### config.mk
export PLATFORM = sky130hd
export DESIGN_NAME = arith_logic_execute
export DESIGN_NICKNAME = d
export VERILOG_FILES = /design/src/hw/exec_pkg.sv /design/src/hw/arith_logic_execute.sv /design/src/hw/mul_unit.sv
export SDC_FILE = /design/constraint.sdc
export NUM_CORES = 1
export LEC_CHECK = 0
export BUFFER_PORTS_ARGS = -buffer_cell sky130_fd_sc_hd__buf_4
export CORE_ASPECT_RATIO = 1.25
export CORE_UTILIZATION = 55
export DETAILED_ROUTE_END_ITERATION = 8
export GPL_TIMING_DRIVEN = 0
export PLACE_DENSITY = 0.81
export SYNTH_ARGS = -nofsm -noshare
export SYNTH_HDL_FRONTEND = slang
export SYNTH_HIERARCHICAL = 1
export SYNTH_SLANG_ARGS = --single-unit
### constraint.sdc
create_clock -name mclk_i -period 6.9 [get_ports mclk_i]
set_clock_uncertainty 0.05 [all_clocks]
set_input_delay 0.345 -clock mclk_i [delete_from_list [all_inputs] [get_ports mclk_i]]
set_output_delay 0.345 -clock mclk_i [all_outputs]
set_load 0.01 [all_outputs]
### src/hw/exec_pkg.sv
// shared types and constants of the arithmetic and logic execute datapath
package exec_pkg;

	typedef enum logic [4:0] {
		OP_NOP = 5'h00,
		OP_ADD = 5'h01,
		OP_ADD_WITH_CARRY = 5'h02,
		OP_WORD_IMMEDIATE_PLUS = 5'h03,
		OP_SUB = 5'h04,
		OP_DIFFERENCE_IMMEDIATE = 5'h05,
		OP_BORROW_DIFFERENCE_REGISTERS = 5'h06,
		OP_BORROW_DIFFERENCE_IMMEDIATE = 5'h07,
		OP_WORD_IMMEDIATE_MINUS = 5'h08,
		OP_AND = 5'h09,
		OP_CONJUNCTION_IMMEDIATE = 5'h0A,
		OP_OR = 5'h0B,
		OP_DISJUNCTION_IMMEDIATE = 5'h0C,
		OP_EXCLUSIVE_DISJUNCTION = 5'h0D,
		OP_BITWISE_INVERT = 5'h0E,
		OP_ARITHMETIC_INVERSION = 5'h0F,
		OP_MASK_SET_BITS = 5'h10,
		OP_MASK_CLEAR_BITS = 5'h11,
		OP_INCREMENT = 5'h12,
		OP_DECREMENT = 5'h13,
		OP_ZERO_SIGN_TEST = 5'h14,
		OP_CLEAR_REGISTER = 5'h15,
		OP_SET_REGISTER = 5'h16,
		OP_UNSIGNED_PRODUCT = 5'h17,
		OP_SIGNED_PRODUCT = 5'h18,
		OP_MIXED_SIGN_PRODUCT = 5'h19,
		OP_FRACTION_PRODUCT_UNSIGNED = 5'h1A,
		OP_FRACTION_PRODUCT_SIGNED = 5'h1B,
		OP_FRACTION_PRODUCT_MIXED = 5'h1C,
		OP_POINTER_JUMP = 5'h1D
	} exec_op_e;

	typedef enum logic [2:0] {
		IO_IN = 3'h0,
		IO_OUT = 3'h1,
		IO_BIT_SET = 3'h2,
		IO_BIT_CLEAR = 3'h3,
		IO_SKIP_IF_BIT_ONE = 3'h4,
		IO_SKIP_IF_BIT_ZERO = 3'h5
	} io_kind_e;

	typedef enum logic {
		PH_IDLE = 1'b0,
		PH_SECOND = 1'b1
	} exec_phase_e;

	// flag positions in the status byte
	localparam int FLAG_C = 0;
	localparam int FLAG_Z = 1;
	localparam int FLAG_N = 2;
	localparam int FLAG_V = 3;
	localparam int FLAG_S = 4;
	localparam int FLAG_H = 5;

	// io and data space map
	localparam logic [5:0] IO_FLAGS = 6'h3F;
	localparam logic [5:0] IO_GP = 6'h1D;
	localparam logic [5:0] IO_EVENTS = 6'h1C;
	localparam logic [5:0] IO_BIT_LIMIT = 6'h1F;
	localparam logic [7:0] DATA_IO_OFFSET = 8'h20;
	localparam logic [7:0] DATA_EXT_BASE = 8'h60;
	localparam logic [7:0] DATA_EXT_SCRATCH = 8'h60;

	// values after reset
	localparam logic [7:0] FLAGS_RST = 8'h00;
	localparam logic [7:0] GP_RST = 8'h00;
	localparam logic [7:0] EVENTS_RST = 8'h00;
	localparam logic [7:0] SCRATCH_RST = 8'h00;

	typedef struct packed {
		exec_op_e op;
		logic [7:0] rd;
		logic [7:0] rr;
		logic [7:0] rdh;
		logic [7:0] k;
		logic [15:0] zptr;
	} exec_req_s;

	typedef struct packed {
		logic valid;
		logic word;
		logic product;
		logic pc_load;
		logic [15:0] data;
	} exec_res_s;

	typedef struct packed {
		logic valid;
		io_kind_e kind;
		logic [5:0] addr;
		logic [2:0] bitsel;
		logic [7:0] wdata;
	} io_cmd_s;

	typedef struct packed {
		logic [15:0] prod;
		logic carry;
	} mul_state_s;

	typedef struct packed {
		exec_phase_e phase;
		exec_op_e op;
		logic [15:0] opa;
		logic [7:0] opk;
		logic [7:0] sreg;
		exec_res_s res;
		logic [7:0] gp;
		logic [7:0] evt;
		logic [7:0] scratch;
		logic [7:0] rdata;
		logic [7:0] io_rdata;
		logic io_rd_valid;
		logic skip;
		logic skip_valid;
		logic io_err;
	} exec_state_s;

endpackage

### src/hw/arith_logic_execute.sv
// arithmetic, logic, multiply, pointer jump and io access execute unit
`timescale 1ns/10ps
`default_nettype none
module arith_logic_execute (
	// clock and reset
	input wire logic mclk_i,
	input wire logic srst_i,
	input wire logic ce_i,
	// execute request from the decoder
	input wire logic req_valid_i,
	input wire exec_pkg::exec_req_s req_i,
	output logic req_ready_o,
	// execute result to the register file and pc
	output exec_pkg::exec_res_s res_o,
	output logic [7:0] flags_o,
	// io instruction port
	input wire exec_pkg::io_cmd_s io_cmd_i,
	output logic [7:0] io_rdata_o,
	output logic io_rd_valid_o,
	output logic skip_o,
	output logic skip_valid_o,
	output logic io_err_o,
	// data space register port
	input wire logic [7:0] reg_addr_i,
	input wire logic [7:0] reg_wdata_i,
	input wire logic reg_wr_i,
	input wire logic reg_rd_i,
	output logic [7:0] reg_rdata_o,
	// peripheral events into the event register
	input wire logic [7:0] evt_i
);
	exec_pkg::exec_state_s s;
	exec_pkg::exec_state_s n;
	logic taken;
	logic two_cycle;
	logic is_mul;
	logic mul_a_signed;
	logic mul_b_signed;
	logic mul_frac;
	logic [15:0] mul_prod;
	logic mul_carry;

	function automatic logic [7:0] io_value(input logic [5:0] idx, input exec_pkg::exec_state_s st);
		logic [7:0] v;
		v = 8'h00;
		if (idx == exec_pkg::IO_FLAGS) begin
			v = st.sreg;
		end else if (idx == exec_pkg::IO_GP) begin
			v = st.gp;
		end else if (idx == exec_pkg::IO_EVENTS) begin
			v = st.evt;
		end
		return v;
	endfunction

	assign req_ready_o = (s.phase == exec_pkg::PH_IDLE);
	assign taken = req_valid_i & req_ready_o;

	always_comb begin
		is_mul = 1'b0;
		mul_a_signed = 1'b0;
		mul_b_signed = 1'b0;
		mul_frac = 1'b0;
		case (req_i.op)
			exec_pkg::OP_UNSIGNED_PRODUCT: begin
				is_mul = 1'b1;
			end
			exec_pkg::OP_SIGNED_PRODUCT: begin
				is_mul = 1'b1;
				mul_a_signed = 1'b1;
				mul_b_signed = 1'b1;
			end
			exec_pkg::OP_MIXED_SIGN_PRODUCT: begin
				is_mul = 1'b1;
				mul_a_signed = 1'b1;
			end
			exec_pkg::OP_FRACTION_PRODUCT_UNSIGNED: begin
				is_mul = 1'b1;
				mul_frac = 1'b1;
			end
			exec_pkg::OP_FRACTION_PRODUCT_SIGNED: begin
				is_mul = 1'b1;
				mul_a_signed = 1'b1;
				mul_b_signed = 1'b1;
				mul_frac = 1'b1;
			end
			exec_pkg::OP_FRACTION_PRODUCT_MIXED: begin
				is_mul = 1'b1;
				mul_a_signed = 1'b1;
				mul_frac = 1'b1;
			end
			default: begin
				is_mul = 1'b0;
			end
		endcase
		two_cycle = is_mul | (req_i.op == exec_pkg::OP_WORD_IMMEDIATE_PLUS)
			| (req_i.op == exec_pkg::OP_WORD_IMMEDIATE_MINUS)
			| (req_i.op == exec_pkg::OP_POINTER_JUMP);
	end

	mul_unit u_mul (
		.mclk_i(mclk_i),
		.srst_i(srst_i),
		.ce_i(ce_i),
		.start_i(taken & is_mul),
		.a_i(req_i.rd),
		.b_i(req_i.rr),
		.a_signed_i(mul_a_signed),
		.b_signed_i(mul_b_signed),
		.frac_i(mul_frac),
		.prod_o(mul_prod),
		.carry_o(mul_carry)
	);

	always_comb begin
		logic [7:0] a;
		logic [7:0] b;
		logic [7:0] lres;
		logic [7:0] r;
		logic [8:0] sum;
		logic [16:0] w;
		logic [15:0] kw;
		logic [7:0] doff;
		logic [7:0] evt_clr;
		logic [7:0] bmask;
		logic [5:0] widx [2];
		logic [7:0] wdat [2];
		logic wen [2];
		logic cin;
		logic sub;
		logic arith;
		logic keep_ch;
		logic zkeep;
		logic inv_c;
		logic upd;
		logic reg_io;
		a = req_i.rd;
		b = req_i.rr;
		lres = 8'h00;
		r = 8'h00;
		sum = 9'h000;
		w = 17'h0_0000;
		kw = {10'h000, s.opk[5:0]};
		doff = reg_addr_i - exec_pkg::DATA_IO_OFFSET;
		evt_clr = 8'h00;
		bmask = 8'h01 << io_cmd_i.bitsel;
		cin = 1'b0;
		sub = 1'b0;
		arith = 1'b0;
		keep_ch = 1'b0;
		zkeep = 1'b0;
		inv_c = 1'b0;
		upd = 1'b1;
		n = s;
		n.res.valid = 1'b0;
		n.res.pc_load = 1'b0;
		n.io_rd_valid = 1'b0;
		n.skip_valid = 1'b0;
		n.io_err = 1'b0;

		// io registers seen in data space sit 0x20 above their io address
		reg_io = (reg_addr_i >= exec_pkg::DATA_IO_OFFSET) && (reg_addr_i < exec_pkg::DATA_EXT_BASE);
		wen[0] = reg_wr_i & reg_io;
		widx[0] = doff[5:0];
		wdat[0] = reg_wdata_i;
		wen[1] = 1'b0;
		widx[1] = io_cmd_i.addr;
		wdat[1] = io_cmd_i.wdata;

		if (reg_rd_i) begin
			if (reg_io) begin
				n.rdata = io_value(doff[5:0], s);
			end else if (reg_addr_i == exec_pkg::DATA_EXT_SCRATCH) begin
				n.rdata = s.scratch;
			end else begin
				n.rdata = 8'h00;
			end
		end
		if (reg_wr_i && (reg_addr_i == exec_pkg::DATA_EXT_SCRATCH)) begin
			n.scratch = reg_wdata_i;
		end

		if (io_cmd_i.valid) begin
			case (io_cmd_i.kind)
				exec_pkg::IO_IN: begin
					n.io_rdata = io_value(io_cmd_i.addr, s);
					n.io_rd_valid = 1'b1;
				end
				exec_pkg::IO_OUT: begin
					wen[1] = 1'b1;
				end
				default: begin
					// bit operations are refused above the bit-addressable range
					if (io_cmd_i.addr > exec_pkg::IO_BIT_LIMIT) begin
						n.io_err = 1'b1;
					end else if (io_cmd_i.kind == exec_pkg::IO_BIT_SET) begin
						wen[1] = 1'b1;
						// a lone one on the event byte clears just that flag
						wdat[1] = (io_cmd_i.addr == exec_pkg::IO_EVENTS) ? bmask
							: (io_value(io_cmd_i.addr, s) | bmask);
					end else if (io_cmd_i.kind == exec_pkg::IO_BIT_CLEAR) begin
						wen[1] = 1'b1;
						wdat[1] = (io_cmd_i.addr == exec_pkg::IO_EVENTS) ? 8'h00
							: (io_value(io_cmd_i.addr, s) & ~bmask);
					end else begin
						n.skip = ((io_value(io_cmd_i.addr, s) & bmask) != 8'h00)
							== (io_cmd_i.kind == exec_pkg::IO_SKIP_IF_BIT_ONE);
						n.skip_valid = 1'b1;
					end
				end
			endcase
		end

		for (int i = 0; i < 2; i++) begin
			if (wen[i]) begin
				if (widx[i] == exec_pkg::IO_FLAGS) begin
					n.sreg = wdat[i];
				end else if (widx[i] == exec_pkg::IO_GP) begin
					n.gp = wdat[i];
				end else if (widx[i] == exec_pkg::IO_EVENTS) begin
					evt_clr = evt_clr | wdat[i];
				end
			end
		end
		// a new event beats a clear in the same cycle
		n.evt = (s.evt & ~evt_clr) | evt_i;

		case (req_i.op)
			exec_pkg::OP_ADD: begin
				arith = 1'b1;
			end
			exec_pkg::OP_ADD_WITH_CARRY: begin
				arith = 1'b1;
				cin = s.sreg[exec_pkg::FLAG_C];
			end
			exec_pkg::OP_SUB: begin
				arith = 1'b1;
				sub = 1'b1;
			end
			exec_pkg::OP_DIFFERENCE_IMMEDIATE: begin
				arith = 1'b1;
				sub = 1'b1;
				b = req_i.k;
			end
			exec_pkg::OP_BORROW_DIFFERENCE_REGISTERS: begin
				arith = 1'b1;
				sub = 1'b1;
				cin = s.sreg[exec_pkg::FLAG_C];
				zkeep = 1'b1;
			end
			exec_pkg::OP_BORROW_DIFFERENCE_IMMEDIATE: begin
				arith = 1'b1;
				sub = 1'b1;
				b = req_i.k;
				cin = s.sreg[exec_pkg::FLAG_C];
				zkeep = 1'b1;
			end
			exec_pkg::OP_INCREMENT: begin
				arith = 1'b1;
				b = 8'h01;
				keep_ch = 1'b1;
			end
			exec_pkg::OP_DECREMENT: begin
				arith = 1'b1;
				sub = 1'b1;
				b = 8'h01;
				keep_ch = 1'b1;
			end
			exec_pkg::OP_ARITHMETIC_INVERSION: begin
				arith = 1'b1;
				sub = 1'b1;
				a = 8'h00;
				b = req_i.rd;
			end
			exec_pkg::OP_AND: lres = req_i.rd & req_i.rr;
			exec_pkg::OP_CONJUNCTION_IMMEDIATE: lres = req_i.rd & req_i.k;
			exec_pkg::OP_OR: lres = req_i.rd | req_i.rr;
			exec_pkg::OP_DISJUNCTION_IMMEDIATE: lres = req_i.rd | req_i.k;
			exec_pkg::OP_MASK_SET_BITS: lres = req_i.rd | req_i.k;
			exec_pkg::OP_MASK_CLEAR_BITS: lres = req_i.rd & (8'hFF - req_i.k);
			exec_pkg::OP_EXCLUSIVE_DISJUNCTION: lres = req_i.rd ^ req_i.rr;
			exec_pkg::OP_ZERO_SIGN_TEST: lres = req_i.rd & req_i.rd;
			exec_pkg::OP_CLEAR_REGISTER: lres = req_i.rd ^ req_i.rd;
			exec_pkg::OP_BITWISE_INVERT: begin
				lres = 8'hFF - req_i.rd;
				inv_c = 1'b1;
			end
			exec_pkg::OP_SET_REGISTER: begin
				lres = 8'hFF;
				upd = 1'b0;
			end
			default: upd = 1'b0;
		endcase
		// borrow shows up in bit 8 of the nine-bit difference
		sum = sub ? ({1'b0, a} - {1'b0, b} - {8'h00, cin}) : ({1'b0, a} + {1'b0, b} + {8'h00, cin});
		r = arith ? sum[7:0] : lres;

		if (taken && !two_cycle) begin
			n.res.valid = (req_i.op != exec_pkg::OP_NOP);
			n.res.word = 1'b0;
			n.res.product = 1'b0;
			n.res.data = {8'h00, r};
			if (upd) begin
				// borrow difference ops keep Z only if it was already set
				n.sreg[exec_pkg::FLAG_Z] = (r == 8'h00) & (~zkeep | s.sreg[exec_pkg::FLAG_Z]);
				n.sreg[exec_pkg::FLAG_N] = r[7];
				if (arith) begin
					n.sreg[exec_pkg::FLAG_V] = sub ? ((a[7] & ~b[7] & ~r[7]) | (~a[7] & b[7] & r[7]))
						: ((a[7] & b[7] & ~r[7]) | (~a[7] & ~b[7] & r[7]));
					if (!keep_ch) begin
						n.sreg[exec_pkg::FLAG_C] = sum[8];
						n.sreg[exec_pkg::FLAG_H] = sub ? ((~a[3] & b[3]) | (b[3] & r[3]) | (r[3] & ~a[3]))
							: ((a[3] & b[3]) | (b[3] & ~r[3]) | (~r[3] & a[3]));
					end
				end else begin
					n.sreg[exec_pkg::FLAG_V] = 1'b0;
					if (inv_c) begin
						n.sreg[exec_pkg::FLAG_C] = 1'b1;
					end
				end
				n.sreg[exec_pkg::FLAG_S] = n.sreg[exec_pkg::FLAG_N] ^ n.sreg[exec_pkg::FLAG_V];
			end
		end

		case (s.phase)
			exec_pkg::PH_IDLE: begin
				if (taken && two_cycle) begin
					n.phase = exec_pkg::PH_SECOND;
					n.op = req_i.op;
					n.opk = req_i.k;
					n.opa = (req_i.op == exec_pkg::OP_POINTER_JUMP) ? req_i.zptr : {req_i.rdh, req_i.rd};
				end
			end
			exec_pkg::PH_SECOND: begin
				n.phase = exec_pkg::PH_IDLE;
				n.res.valid = 1'b1;
				n.res.word = 1'b0;
				n.res.product = 1'b0;
				if (s.op == exec_pkg::OP_POINTER_JUMP) begin
					n.res.pc_load = 1'b1;
					n.res.data = s.opa;
				end else if ((s.op == exec_pkg::OP_WORD_IMMEDIATE_PLUS) || (s.op == exec_pkg::OP_WORD_IMMEDIATE_MINUS)) begin
					sub = (s.op == exec_pkg::OP_WORD_IMMEDIATE_MINUS);
					w = sub ? ({1'b0, s.opa} - {1'b0, kw}) : ({1'b0, s.opa} + {1'b0, kw});
					n.res.word = 1'b1;
					n.res.data = w[15:0];
					n.sreg[exec_pkg::FLAG_Z] = (w[15:0] == 16'h0000);
					n.sreg[exec_pkg::FLAG_N] = w[15];
					n.sreg[exec_pkg::FLAG_C] = sub ? (w[15] & ~s.opa[15]) : (~w[15] & s.opa[15]);
					n.sreg[exec_pkg::FLAG_V] = sub ? (s.opa[15] & ~w[15]) : (~s.opa[15] & w[15]);
					n.sreg[exec_pkg::FLAG_S] = w[15] ^ n.sreg[exec_pkg::FLAG_V];
				end else begin
					n.res.product = 1'b1;
					n.res.data = mul_prod;
					n.sreg[exec_pkg::FLAG_Z] = (mul_prod == 16'h0000);
					n.sreg[exec_pkg::FLAG_C] = mul_carry;
				end
			end
			default: n.phase = exec_pkg::PH_IDLE;
		endcase
	end

	always_ff @(posedge mclk_i) begin
		if (srst_i) begin
			s <= '0;
			s.sreg <= exec_pkg::FLAGS_RST;
			s.gp <= exec_pkg::GP_RST;
			s.evt <= exec_pkg::EVENTS_RST;
			s.scratch <= exec_pkg::SCRATCH_RST;
		end else if (ce_i) begin
			s <= n;
		end
	end

	assign res_o = s.res;
	assign flags_o = s.sreg;
	assign io_rdata_o = s.io_rdata;
	assign io_rd_valid_o = s.io_rd_valid;
	assign skip_o = s.skip;
	assign skip_valid_o = s.skip_valid;
	assign io_err_o = s.io_err;
	assign reg_rdata_o = s.rdata;

	AST_ADD_CARRY_SUM: assert property (@(posedge mclk_i) disable iff (srst_i || !ce_i)
		taken && req_i.op == exec_pkg::OP_ADD_WITH_CARRY |=> res_o.valid
		&& res_o.data[7:0] == 8'($past(req_i.rd) + $past(req_i.rr) + 8'($past(s.sreg[0]))))
		else $error("add with carry gives wrong sum or timing");
	AST_WORD_PLUS_TWO: assert property (@(posedge mclk_i) disable iff (srst_i || !ce_i)
		taken && req_i.op == exec_pkg::OP_WORD_IMMEDIATE_PLUS |=> !res_o.valid ##1 res_o.valid
		&& res_o.word && res_o.data == 16'({$past(req_i.rdh, 2), $past(req_i.rd, 2)} + {10'h000, $past(req_i.k[5:0], 2)}))
		else $error("word add result not after two clocks");
	AST_WORD_MINUS_S: assert property (@(posedge mclk_i) disable iff (srst_i || !ce_i)
		taken && req_i.op == exec_pkg::OP_WORD_IMMEDIATE_MINUS |-> ##2 res_o.valid && res_o.word
		&& res_o.data == 16'({$past(req_i.rdh, 2), $past(req_i.rd, 2)} - {10'h000, $past(req_i.k[5:0], 2)})
		&& flags_o[exec_pkg::FLAG_S] == (flags_o[exec_pkg::FLAG_N] ^ flags_o[exec_pkg::FLAG_V]))
		else $error("word subtract flags or timing wrong");
	AST_DIFF_IMM: assert property (@(posedge mclk_i) disable iff (srst_i || !ce_i)
		taken && req_i.op == exec_pkg::OP_DIFFERENCE_IMMEDIATE |=> res_o.valid
		&& res_o.data[7:0] == 8'($past(req_i.rd) - $past(req_i.k))
		&& flags_o[exec_pkg::FLAG_C] == ($past(req_i.k) > $past(req_i.rd)))
		else $error("immediate difference or borrow wrong");
	AST_BORROW_Z_STICKY: assert property (@(posedge mclk_i) disable iff (srst_i || !ce_i)
		taken && req_i.op == exec_pkg::OP_BORROW_DIFFERENCE_REGISTERS && !s.sreg[exec_pkg::FLAG_Z]
		|=> !flags_o[exec_pkg::FLAG_Z])
		else $error("borrow difference set Z from a cleared Z");
	AST_AND_IMM_KEEPS_C: assert property (@(posedge mclk_i) disable iff (srst_i || !ce_i)
		taken && req_i.op == exec_pkg::OP_CONJUNCTION_IMMEDIATE |=> !flags_o[exec_pkg::FLAG_V]
		&& flags_o[exec_pkg::FLAG_C] == $past(s.sreg[exec_pkg::FLAG_C])
		&& flags_o[exec_pkg::FLAG_H] == $past(s.sreg[exec_pkg::FLAG_H]))
		else $error("and immediate touched C, H or left V set");
	AST_MASK_CLEAR: assert property (@(posedge mclk_i) disable iff (srst_i || !ce_i)
		taken && req_i.op == exec_pkg::OP_MASK_CLEAR_BITS |=> res_o.data[7:0] == ($past(req_i.rd) & ~$past(req_i.k)))
		else $error("mask clear result wrong");
	AST_UNSIGNED_PRODUCT: assert property (@(posedge mclk_i) disable iff (srst_i || !ce_i)
		taken && req_i.op == exec_pkg::OP_UNSIGNED_PRODUCT |-> ##2 res_o.valid && res_o.product
		&& res_o.data == ({8'h00, $past(req_i.rd, 2)} * {8'h00, $past(req_i.rr, 2)}))
		else $error("unsigned product wrong or late");
	AST_POINTER_JUMP: assert property (@(posedge mclk_i) disable iff (srst_i || !ce_i)
		taken && req_i.op == exec_pkg::OP_POINTER_JUMP |-> ##2 res_o.pc_load
		&& res_o.data == $past(req_i.zptr, 2) && flags_o == $past(s.sreg, 1))
		else $error("pointer jump pc or flags wrong");
	AST_BIT_OP_RANGE: assert property (@(posedge mclk_i) disable iff (srst_i || !ce_i)
		io_cmd_i.valid && io_cmd_i.kind == exec_pkg::IO_BIT_SET && io_cmd_i.addr > exec_pkg::IO_BIT_LIMIT
		&& !(taken && req_i.op != exec_pkg::OP_NOP) && req_ready_o |=> io_err_o && $stable(flags_o))
		else $error("bit set above 0x1F was not refused");
endmodule
`default_nettype wire

### src/hw/mul_unit.sv
// single-stage multiplier, product registered one clock after start, with signed, mixed and fractional variants
`timescale 1ns/10ps
`default_nettype none
module mul_unit (
	// clock and reset
	input wire logic mclk_i,
	input wire logic srst_i,
	input wire logic ce_i,
	// operands
	input wire logic start_i,
	input wire logic [7:0] a_i,
	input wire logic [7:0] b_i,
	input wire logic a_signed_i,
	input wire logic b_signed_i,
	input wire logic frac_i,
	// product
	output logic [15:0] prod_o,
	output logic carry_o
);
	exec_pkg::mul_state_s s;
	exec_pkg::mul_state_s n;
	logic signed [8:0] sa;
	logic signed [8:0] sb;
	logic signed [17:0] full;
	logic [15:0] raw;

	always_comb begin
		n = s;
		sa = $signed({a_signed_i & a_i[7], a_i});
		sb = $signed({b_signed_i & b_i[7], b_i});
		full = sa * sb;
		raw = full[15:0];
		if (start_i) begin
			// carry takes bit 15 before the fractional shift
			n.prod = frac_i ? {raw[14:0], 1'b0} : raw;
			n.carry = raw[15];
		end
	end

	always_ff @(posedge mclk_i) begin
		if (srst_i) begin
			s <= '0;
		end else if (ce_i) begin
			s <= n;
		end
	end

	assign prod_o = s.prod;
	assign carry_o = s.carry;
endmodule
`default_nettype wire
==> qor.yml, run 1 <==
final_layout:
  n_fill_cell: 1930
  syn2layout_area_growth_pct: 17.5
  finish.net_count: 1992
  fin_util_pct: 65.8
  final_cells: 2045
  final_layout_size_suffix_gt1_share_pct: 14.7
  fin_area_um2: 14700
sta:
  worst_slack_ns: 0.245
  fin_hold_viols: 0
  hold_ws_ns: 0.137
  rsz0062_at_grt: "false"
  setup-violations-final: 0
  timing.fmax_ghz: 0.150
  slew_viol_final: 0
  tightestPinTransition_ns: 1.13
  timing.slew.headroom_pct: 23.7
  final_period_minus_worst_setup_slack_ns: 6.66
  post-route-period-util_pct: 96.5
  setup_tns_ns: 0
floorplan:
  fp.dieW_um: 137
  fp-row-count: 61
  chipHeight_um: 170
  initial_core_utilization_pct: 56.0
  core_region_area_um2: 22300
  die-area_um2: 23300
  io_pins: 153
worst_setup_path:
  timing.critical_path.from_type: "primary input"
  worstPathBufferInverterCount: 6
  cp_max_fo: 10
  critPathKind: "in -> reg"
  cp-end-kind: "register"
  worst_path_most_repeated_cell: "sky130_fd_sc_hd__fa_1"
  cp_cell_sequence: "buf_4, clkbuf_1, buf_1, nand2_1, a211oi_2, and2_1, nand2_1, fa_1, inv_1, fa_1, fa_1, fa_1, inv_1, fa_1, inv_1, ha_1, and4_2, a211oi_1, a21oi_1, o21ai_0, a21oi_1, o41ai_2"
  timing.critical_path.max_delay_family: "adder cells"
  cpPeakStageDelay_ns: 0.53
  worst_ep_arrival_time_ns: 6.92
  crit_required_ns: 7.17
  critPathSlowestCell: "sky130_fd_sc_hd__fa_1"
grt:
  global_route_wire_length_before_repair_um: 66800
  grt.overflow.total: 0
  number_of_antenna_violations_at_the_first_check_in_global_routing: 0
  grt_pass1_vias: 12400
  track_usage_pct: 37.4
  grt_start_max_net_pins: 18
logic_synthesis:
  synth.lib_cells_used.distinct: 86
  number_of_synthesized_flops_with_an_enable_pin: 0
  syn_area_um2: 12500
  synthCells: 1582
  yosysWarningCount: 6
  synth_nets: 1826
  postSynthRegisterBits: 117
  syn-mean-instance-area_um2: 7.90
  yosysSeqAreaShare_pct: 18.8
  async_reset_ff_share_pct: 0
  postSynth.topFlopCell: "sky130_fd_sc_hd__dfxtp_1"
power_and_ir_drop:
  vdd_drop_max_mv: 0.183
  report.power.total_mw: 3.18
  power_density_nw_per_um2: 217
  cellLeakagePower_nw: 6.44
place:
  final_weighted_congestion_of_routability_driven_global_placement: 1.02
  dp_slack_ns: -0.254
  postPlaceCellArea_um2: 14000
  detailed_place_hpwl_um: 33800
  placedCellCount: 2012
  portBuffers: 147
routing:
  number_of_iterations_in_the_first_detailed_routing_pass: 8
  detail-route-antenna-nets: 0
  drt_drc_violations_left: 0
  via_count: 13200
  wirelength_um: 43200
  wl_per_cell_um: 21.1
  dr.first_iter.drc_count: 1517
  avgViaCountPerCell: 6.45
cts:
  clkTransAtPathRegs_ns: 0.06
  cts.repair_timing.setup_buffer_count: 0
  clock_sink_count: 117
  clock_latency_ns: 0.42
  cts_root_buffer_type: "sky130_fd_sc_hd__clkbuf_16"
  cts.path.max_buffers: 2
  tritoncts: "built"
  cts_max_level: 4
  cts.hold.buffers_added: 0
  numCtsBuffers: 17
worst_hold_path:
  min-delay-path-class: "in -> reg"
run_status:
  run_status: "complete, no violations"
job:
  max_cap_violations: 0
[area by class of cell]
| cell class | count | area [um2] | area share [%] |
|---|---|---|---|
| Tap cell | 283 | 354 | 2.41 |
| Inverter | 125 | 469 | 3.20 |
| Sequential cell | 117 | 2340 | 16.0 |
| Antenna cell | 1 | 2.50 | 0.0171 |
| Clock inverter | 14 | 272 | 1.85 |
| Buffer | 134 | 691 | 4.71 |
| Clock buffer | 18 | 429 | 2.93 |
| Multi-Input combinational cell | 1206 | 9010 | 61.4 |
| Timing Repair Buffer | 147 | 1100 | 7.52 |
[flip-flops by register name, indices dropped and copies added (netlist names), 8 cells and up]
signal / cells
s: 52
res_o: 20
u_mul/prod_o: 16
flags_o: 8
io_rdata_o: 8
reg_rdata_o: 8
[cells in the mapped netlist (23+ instances only)]
cell type | n | area (um2)
sky130_fd_sc_hd__a222oi_1 | 26 | 260
sky130_fd_sc_hd__clkbuf_1 | 76 | 285
sky130_fd_sc_hd__and2_1 | 57 | 357
sky130_fd_sc_hd__a21oi_1 | 73 | 365
sky130_fd_sc_hd__inv_1 | 124 | 465
sky130_fd_sc_hd__mux2i_1 | 55 | 551
sky130_fd_sc_hd__buf_4 | 44 | 330
sky130_fd_sc_hd__o21ai_0 | 72 | 360
sky130_fd_sc_hd__nor3_1 | 30 | 150
sky130_fd_sc_hd__dfxtp_1 | 117 | 2340
sky130_fd_sc_hd__ha_1 | 72 | 901
sky130_fd_sc_hd__nor2_1 | 142 | 533
sky130_fd_sc_hd__fa_1 | 68 | 1360
sky130_fd_sc_hd__o211ai_1 | 23 | 173
sky130_fd_sc_hd__nand2_1 | 143 | 537
sky130_fd_sc_hd__a211oi_1 | 49 | 368
[where the power goes]
group,internal (mW),switching (mW),total (mW),leakage [nW]
registers,0.700,0.0275,0.727,0.951
clock network,0.719,0.345,1.06,0.340
logic,0.572,0.818,1.39,5.15
total,1.99,1.19,3.18,6.44
[routing by layer]
metal | track usage (%) | wire length (um) | up-vias
met4 | 20.2 | 2460 | 0
met1 | 45.1 | 16200 | 6220
met3 | 6.26 | 4030 | 180
li1 | - | - | 6022
met2 | 63.1 | 20500 | 763
met5 | 0 | 0 | -
[cell usage in the layout (no fill, tap or decap), types with 11 or more instances in the layout]
cell / synthesis / final
sky130_fd_sc_hd__buf_4: 44 / 191
sky130_fd_sc_hd__nand2_1: 143 / 143
sky130_fd_sc_hd__nor2_1: 142 / 142
sky130_fd_sc_hd__inv_1: 124 / 124
sky130_fd_sc_hd__dfxtp_1: 117 / 117
sky130_fd_sc_hd__clkbuf_1: 76 / 76
sky130_fd_sc_hd__a21oi_1: 73 / 73
sky130_fd_sc_hd__o21ai_0: 72 / 72
sky130_fd_sc_hd__ha_1: 72 / 72
sky130_fd_sc_hd__fa_1: 68 / 68
sky130_fd_sc_hd__and2_1: 57 / 57
sky130_fd_sc_hd__mux2i_1: 55 / 55
sky130_fd_sc_hd__a211oi_1: 49 / 48
sky130_fd_sc_hd__nor3_1: 30 / 30
sky130_fd_sc_hd__a222oi_1: 26 / 26
sky130_fd_sc_hd__o211ai_1: 23 / 23
sky130_fd_sc_hd__nand3_1: 22 / 22
sky130_fd_sc_hd__xnor2_1: 22 / 22
sky130_fd_sc_hd__and3_1: 20 / 20
sky130_fd_sc_hd__a22oi_1: 19 / 19
sky130_fd_sc_hd__nand2b_1: 18 / 18
sky130_fd_sc_hd__clkbuf_16: 0 / 17
sky130_fd_sc_hd__a21o_1: 16 / 16
sky130_fd_sc_hd__nor2b_1: 16 / 16
sky130_fd_sc_hd__o21a_1: 14 / 14
sky130_fd_sc_hd__o2111ai_1: 13 / 13
sky130_fd_sc_hd__nor4_1: 13 / 11
[repair_timing]
item	CTS	global route
hold endpoints to repair	0	0
resized for setup	0	5
endpoints found under the setup margin	0	4
[worst min-delay path, delay by kind of cell]
| family | cells | cell delay (ns) |
|---|---|---|
| buffers and inverters | 1 | 0.08 |
| AOI/OAI and AO/OA | 1 | 0.07 |
| and+or+nand+nor | 1 | 0.08 |
[kinds of logic (layout without fill, tap and decap cells)]
family	after synthesis	in the layout	synth area share [%]
flops	117	117	18.8
compound gates	447	447	25.8
fa+ha+maj	140	140	18.1
xor+xnor	32	32	2.24
buf+inv	259	438	9.27
simple gates	526	526	20.9
mux	61	61	4.95
other cells	0	1	0
[final timing paths]
check	cells after the start	to	slack (ns)	start
min reg2reg	2	res_o[11]	0.40	res_o[11]
max reg2reg	13	flags_o[1]	1.95	s[97]
min	3	s[30]	0.14	evt_i[2]
max	22	u_mul/prod_o[15]	0.24	req_i[51]
Power figures use the tool's default switching activity.
==> run 2, diff against run 1 <==
--- a/config.mk
+++ b/config.mk
@@ -6,11 +6,13 @@
 export NUM_CORES = 1
 export LEC_CHECK = 0
 export BUFFER_PORTS_ARGS = -buffer_cell sky130_fd_sc_hd__buf_4
+export CELL_PAD_IN_SITES_DETAIL_PLACEMENT = 1
+export CELL_PAD_IN_SITES_GLOBAL_PLACEMENT = 2
 export CORE_ASPECT_RATIO = 1.25
-export CORE_UTILIZATION = 55
+export CORE_UTILIZATION = 36
 export DETAILED_ROUTE_END_ITERATION = 8
 export GPL_TIMING_DRIVEN = 0
-export PLACE_DENSITY = 0.81
+export PLACE_DENSITY = 0.88
 export SYNTH_ARGS = -nofsm -noshare
 export SYNTH_HDL_FRONTEND = slang
 export SYNTH_HIERARCHICAL = 1
==> run 2 against run 1 <==
  * Hold slack got worse by 0.023 ns
  * Via count decreased by 2.3%
  * Die area increased by 52%
  * Utilization decreased by 22 points
  * Register-to-register slack got worse by 0.03 ns
  * Power decreased by 3.0%
  * Combinational power about the same
  * Critical path type unchanged
  * Largest power group unchanged
==> qor.yml, run 2 (synthesis gave the netlist of run 1 again) <==
run_status:
  run_status: "complete, no violations"  # unchanged
worst_setup_path:
  cp_max_fo: 10  # unchanged
  worst_ep_arrival_time_ns: 6.83  # was 6.92 ns
  cp-end-kind: "register"  # unchanged
  r2r_cells: 13  # unchanged
  timing.critical_path.from_type: "primary input"  # unchanged
  critPathKind: "in -> reg"  # unchanged
  crit_required_ns: 7.19  # was 7.17 ns
power_and_ir_drop:
  power_density_nw_per_um2: 208  # was 217 nW/um2
  cellLeakagePower_nw: 6.40  # was 6.44 nW
  vdd_drop_max_mv: 0.181  # was 0.183 mV
final_layout:
  area_of_the_multi_input_gates_um2: 9030  # was 9010 um2
  antenna_cells: 0  # was 1
  most_common_library_cell_in_the_layout_ignoring_fill_and_taps: "sky130_fd_sc_hd__buf_4"  # unchanged
  n_fill_cell: 4157  # was 1930
  largest_reg_flops: 52  # unchanged
  fin_area_um2: 14800  # was 14700 um2
  mostFrequentLayoutCells: "sky130_fd_sc_hd__buf_4 (191), sky130_fd_sc_hd__nand2_1 (142), sky130_fd_sc_hd__nor2_1 (142)"  # was sky130_fd_sc_hd__buf_4 (191), sky130_fd_sc_hd__nand2_1 (143), sky130_fd_sc_hd__nor2_1 (142)
  sequential_cell_area_um2: 2340  # unchanged
  finish.net_count: 1992  # unchanged
  registers.top_by_ff_count: "s"  # unchanged
  syn2layout_area_growth_pct: 18.7  # was 17.5%
  final_layout_size_suffix_gt1_share_pct: 14.9  # was 14.7%
grt:
  grt.overflow.total: 0  # unchanged
  grt_start_max_net_pins: 18  # unchanged
  number_of_antenna_violations_at_the_first_check_in_global_routing: 0  # unchanged
  track_usage_pct: 28.0  # was 37.4%
  global_route_wire_length_before_repair_um: 76300  # was 66800 um
  grt_pass1_vias: 13300  # was 12400
sta:
  post-route-period-util_pct: 94.8  # was 96.5%
  tightestPinTransition_ns: 1.15  # was 1.13 ns
  fin_hold_viols: 0  # unchanged
  hold_ws_ns: 0.114  # was 0.137 ns
  final_period_minus_worst_setup_slack_ns: 6.54  # was 6.66 ns
  setup-violations-final: 0  # unchanged
  slew_viol_final: 0  # unchanged
  rsz0062_at_grt: "false"  # unchanged
  timing.slew.headroom_pct: 22.7  # was 23.7%
  timing.fmax_ghz: 0.153  # was 0.150 GHz
floorplan:
  fp-row-count: 75  # was 61
  initial_core_utilization_pct: 36.9  # was 56.0%
  chipHeight_um: 210  # was 170 um
  fp.dieW_um: 169  # was 137 um
  die-area_um2: 35500  # was 23300 um2
  io_pins: 153  # unchanged
  core_region_area_um2: 33900  # was 22300 um2
place:
  final_weighted_congestion_of_routability_driven_global_placement: 0.980  # was 1.02
  portBuffers: 147  # unchanged
  postPlaceCellArea_um2: 14200  # was 14000 um2
  detailed_place_hpwl_um: 39700  # was 33800 um
cts:
  numCtsBuffers: 17  # unchanged
  clkTransAtPathRegs_ns: 0.06  # about the same
  clock_latency_ns: 0.44  # was 0.42 ns
  cts_root_buffer_type: "sky130_fd_sc_hd__clkbuf_16"  # unchanged
  clock_sink_count: 117  # unchanged
  cts_max_level: 4  # unchanged
  cts.path.max_buffers: 2  # unchanged
  tritoncts: "built"  # unchanged
  cts.repair_timing.setup_buffer_count: 0  # unchanged
worst_hold_path:
  min-delay-path-class: "in -> reg"  # unchanged
  hold_critical_path_depth: 3  # unchanged
routing:
  wirelength_um: 48900  # was 43200 um
  avgViaCountPerCell: 5.80  # was 6.45
  wl_per_cell_um: 22.0  # was 21.1 um
  detail-route-antenna-nets: 0  # unchanged
  drt_drc_violations_left: 0  # unchanged
  number_of_iterations_in_the_first_detailed_routing_pass: 6  # was 8
  via_count: 12900  # was 13200
  dr.first_iter.drc_count: 1063  # was 1517
job:
  max_cap_violations: 0  # unchanged
[run 2: metrics by stage]
step	utilization, %	std cells	setup TNS (ns)	power, mW	setup slack, ns
after floorplan	-	1582	0	1.71	0.873
after global placement	41.8	2191	-1.54	2.11	-0.456
after detailed placement	41.9	2191	-1.59	2.15	-0.488
after CTS	43.7	2223	0	3.10	0.121
after global routing	43.8	2223	0	3.30	0.0251
final	43.8	2223	0	3.09	0.357
[run 2: critical path, stage by stage]
cell and delay (ns):
sky130_fd_sc_hd__buf_4 0.13, sky130_fd_sc_hd__clkbuf_1 0.21, sky130_fd_sc_hd__clkbuf_2 0.26, sky130_fd_sc_hd__clkbuf_2 0.25, sky130_fd_sc_hd__nor2b_2 0.24, sky130_fd_sc_hd__nor4_4 0.39
sky130_fd_sc_hd__nand2_2 0.24, sky130_fd_sc_hd__or2_2 0.35, sky130_fd_sc_hd__fa_1 0.46, sky130_fd_sc_hd__fa_1 0.49, sky130_fd_sc_hd__inv_1 0.05, sky130_fd_sc_hd__fa_1 0.44
sky130_fd_sc_hd__fa_1 0.50, sky130_fd_sc_hd__inv_1 0.05, sky130_fd_sc_hd__fa_1 0.50, sky130_fd_sc_hd__inv_1 0.04, sky130_fd_sc_hd__ha_1 0.35, sky130_fd_sc_hd__and4_2 0.27
sky130_fd_sc_hd__a211oi_1 0.32, sky130_fd_sc_hd__a21oi_1 0.14, sky130_fd_sc_hd__o21ai_0 0.36, sky130_fd_sc_hd__a21oi_1 0.16, sky130_fd_sc_hd__o41ai_2 0.28
[run 2: path summary, 6_finish.rpt]
| check | from | endpoint | slack (ns) |
|---|---|---|---|
| worst max-delay path | req_i[49] | u_mul/prod_o[15] | 0.36 |
| worst min-delay path | evt_i[6] | s[34] | 0.11 |
| worst max register to register | s[97] | flags_o[2] | 1.92 |
| worst min register to register | res_o[0] | res_o[0] | 0.41 |
[run 2: what timing repair did]
action | 4_1_cts | 5_1_grt
gates resized for setup | 2 | 8
hold buffers | 0 | 0
endpoints found under the hold margin | 0 | 0
setup endpoints to repair | 2 | 4
[run 2: cell type report]
class	count	area share [%]
clock buffer	18	2.96
tap	462	3.90
sequential	117	15.8
timing repair buffer	147	7.44
clock inverter	14	1.18
inverter	125	3.16
buffer	134	4.67
multi-input combinational	1206	60.9
[run 2: layer usage]
layer  share of wire (%)  wire length [um]  GRT usage [%]
met5                   0                 0              0
met4                 2.9              1440           10.2
met3                 4.7              2310           3.17
met2                  51             25000           51.0
met1                  41             20100           33.5
[run 2: where the power goes]
part	switching, mW	total, mW	internal, mW
clock	0.360	0.940	0.580
sequential	0.0282	0.728	0.700
combinational	0.843	1.42	0.575
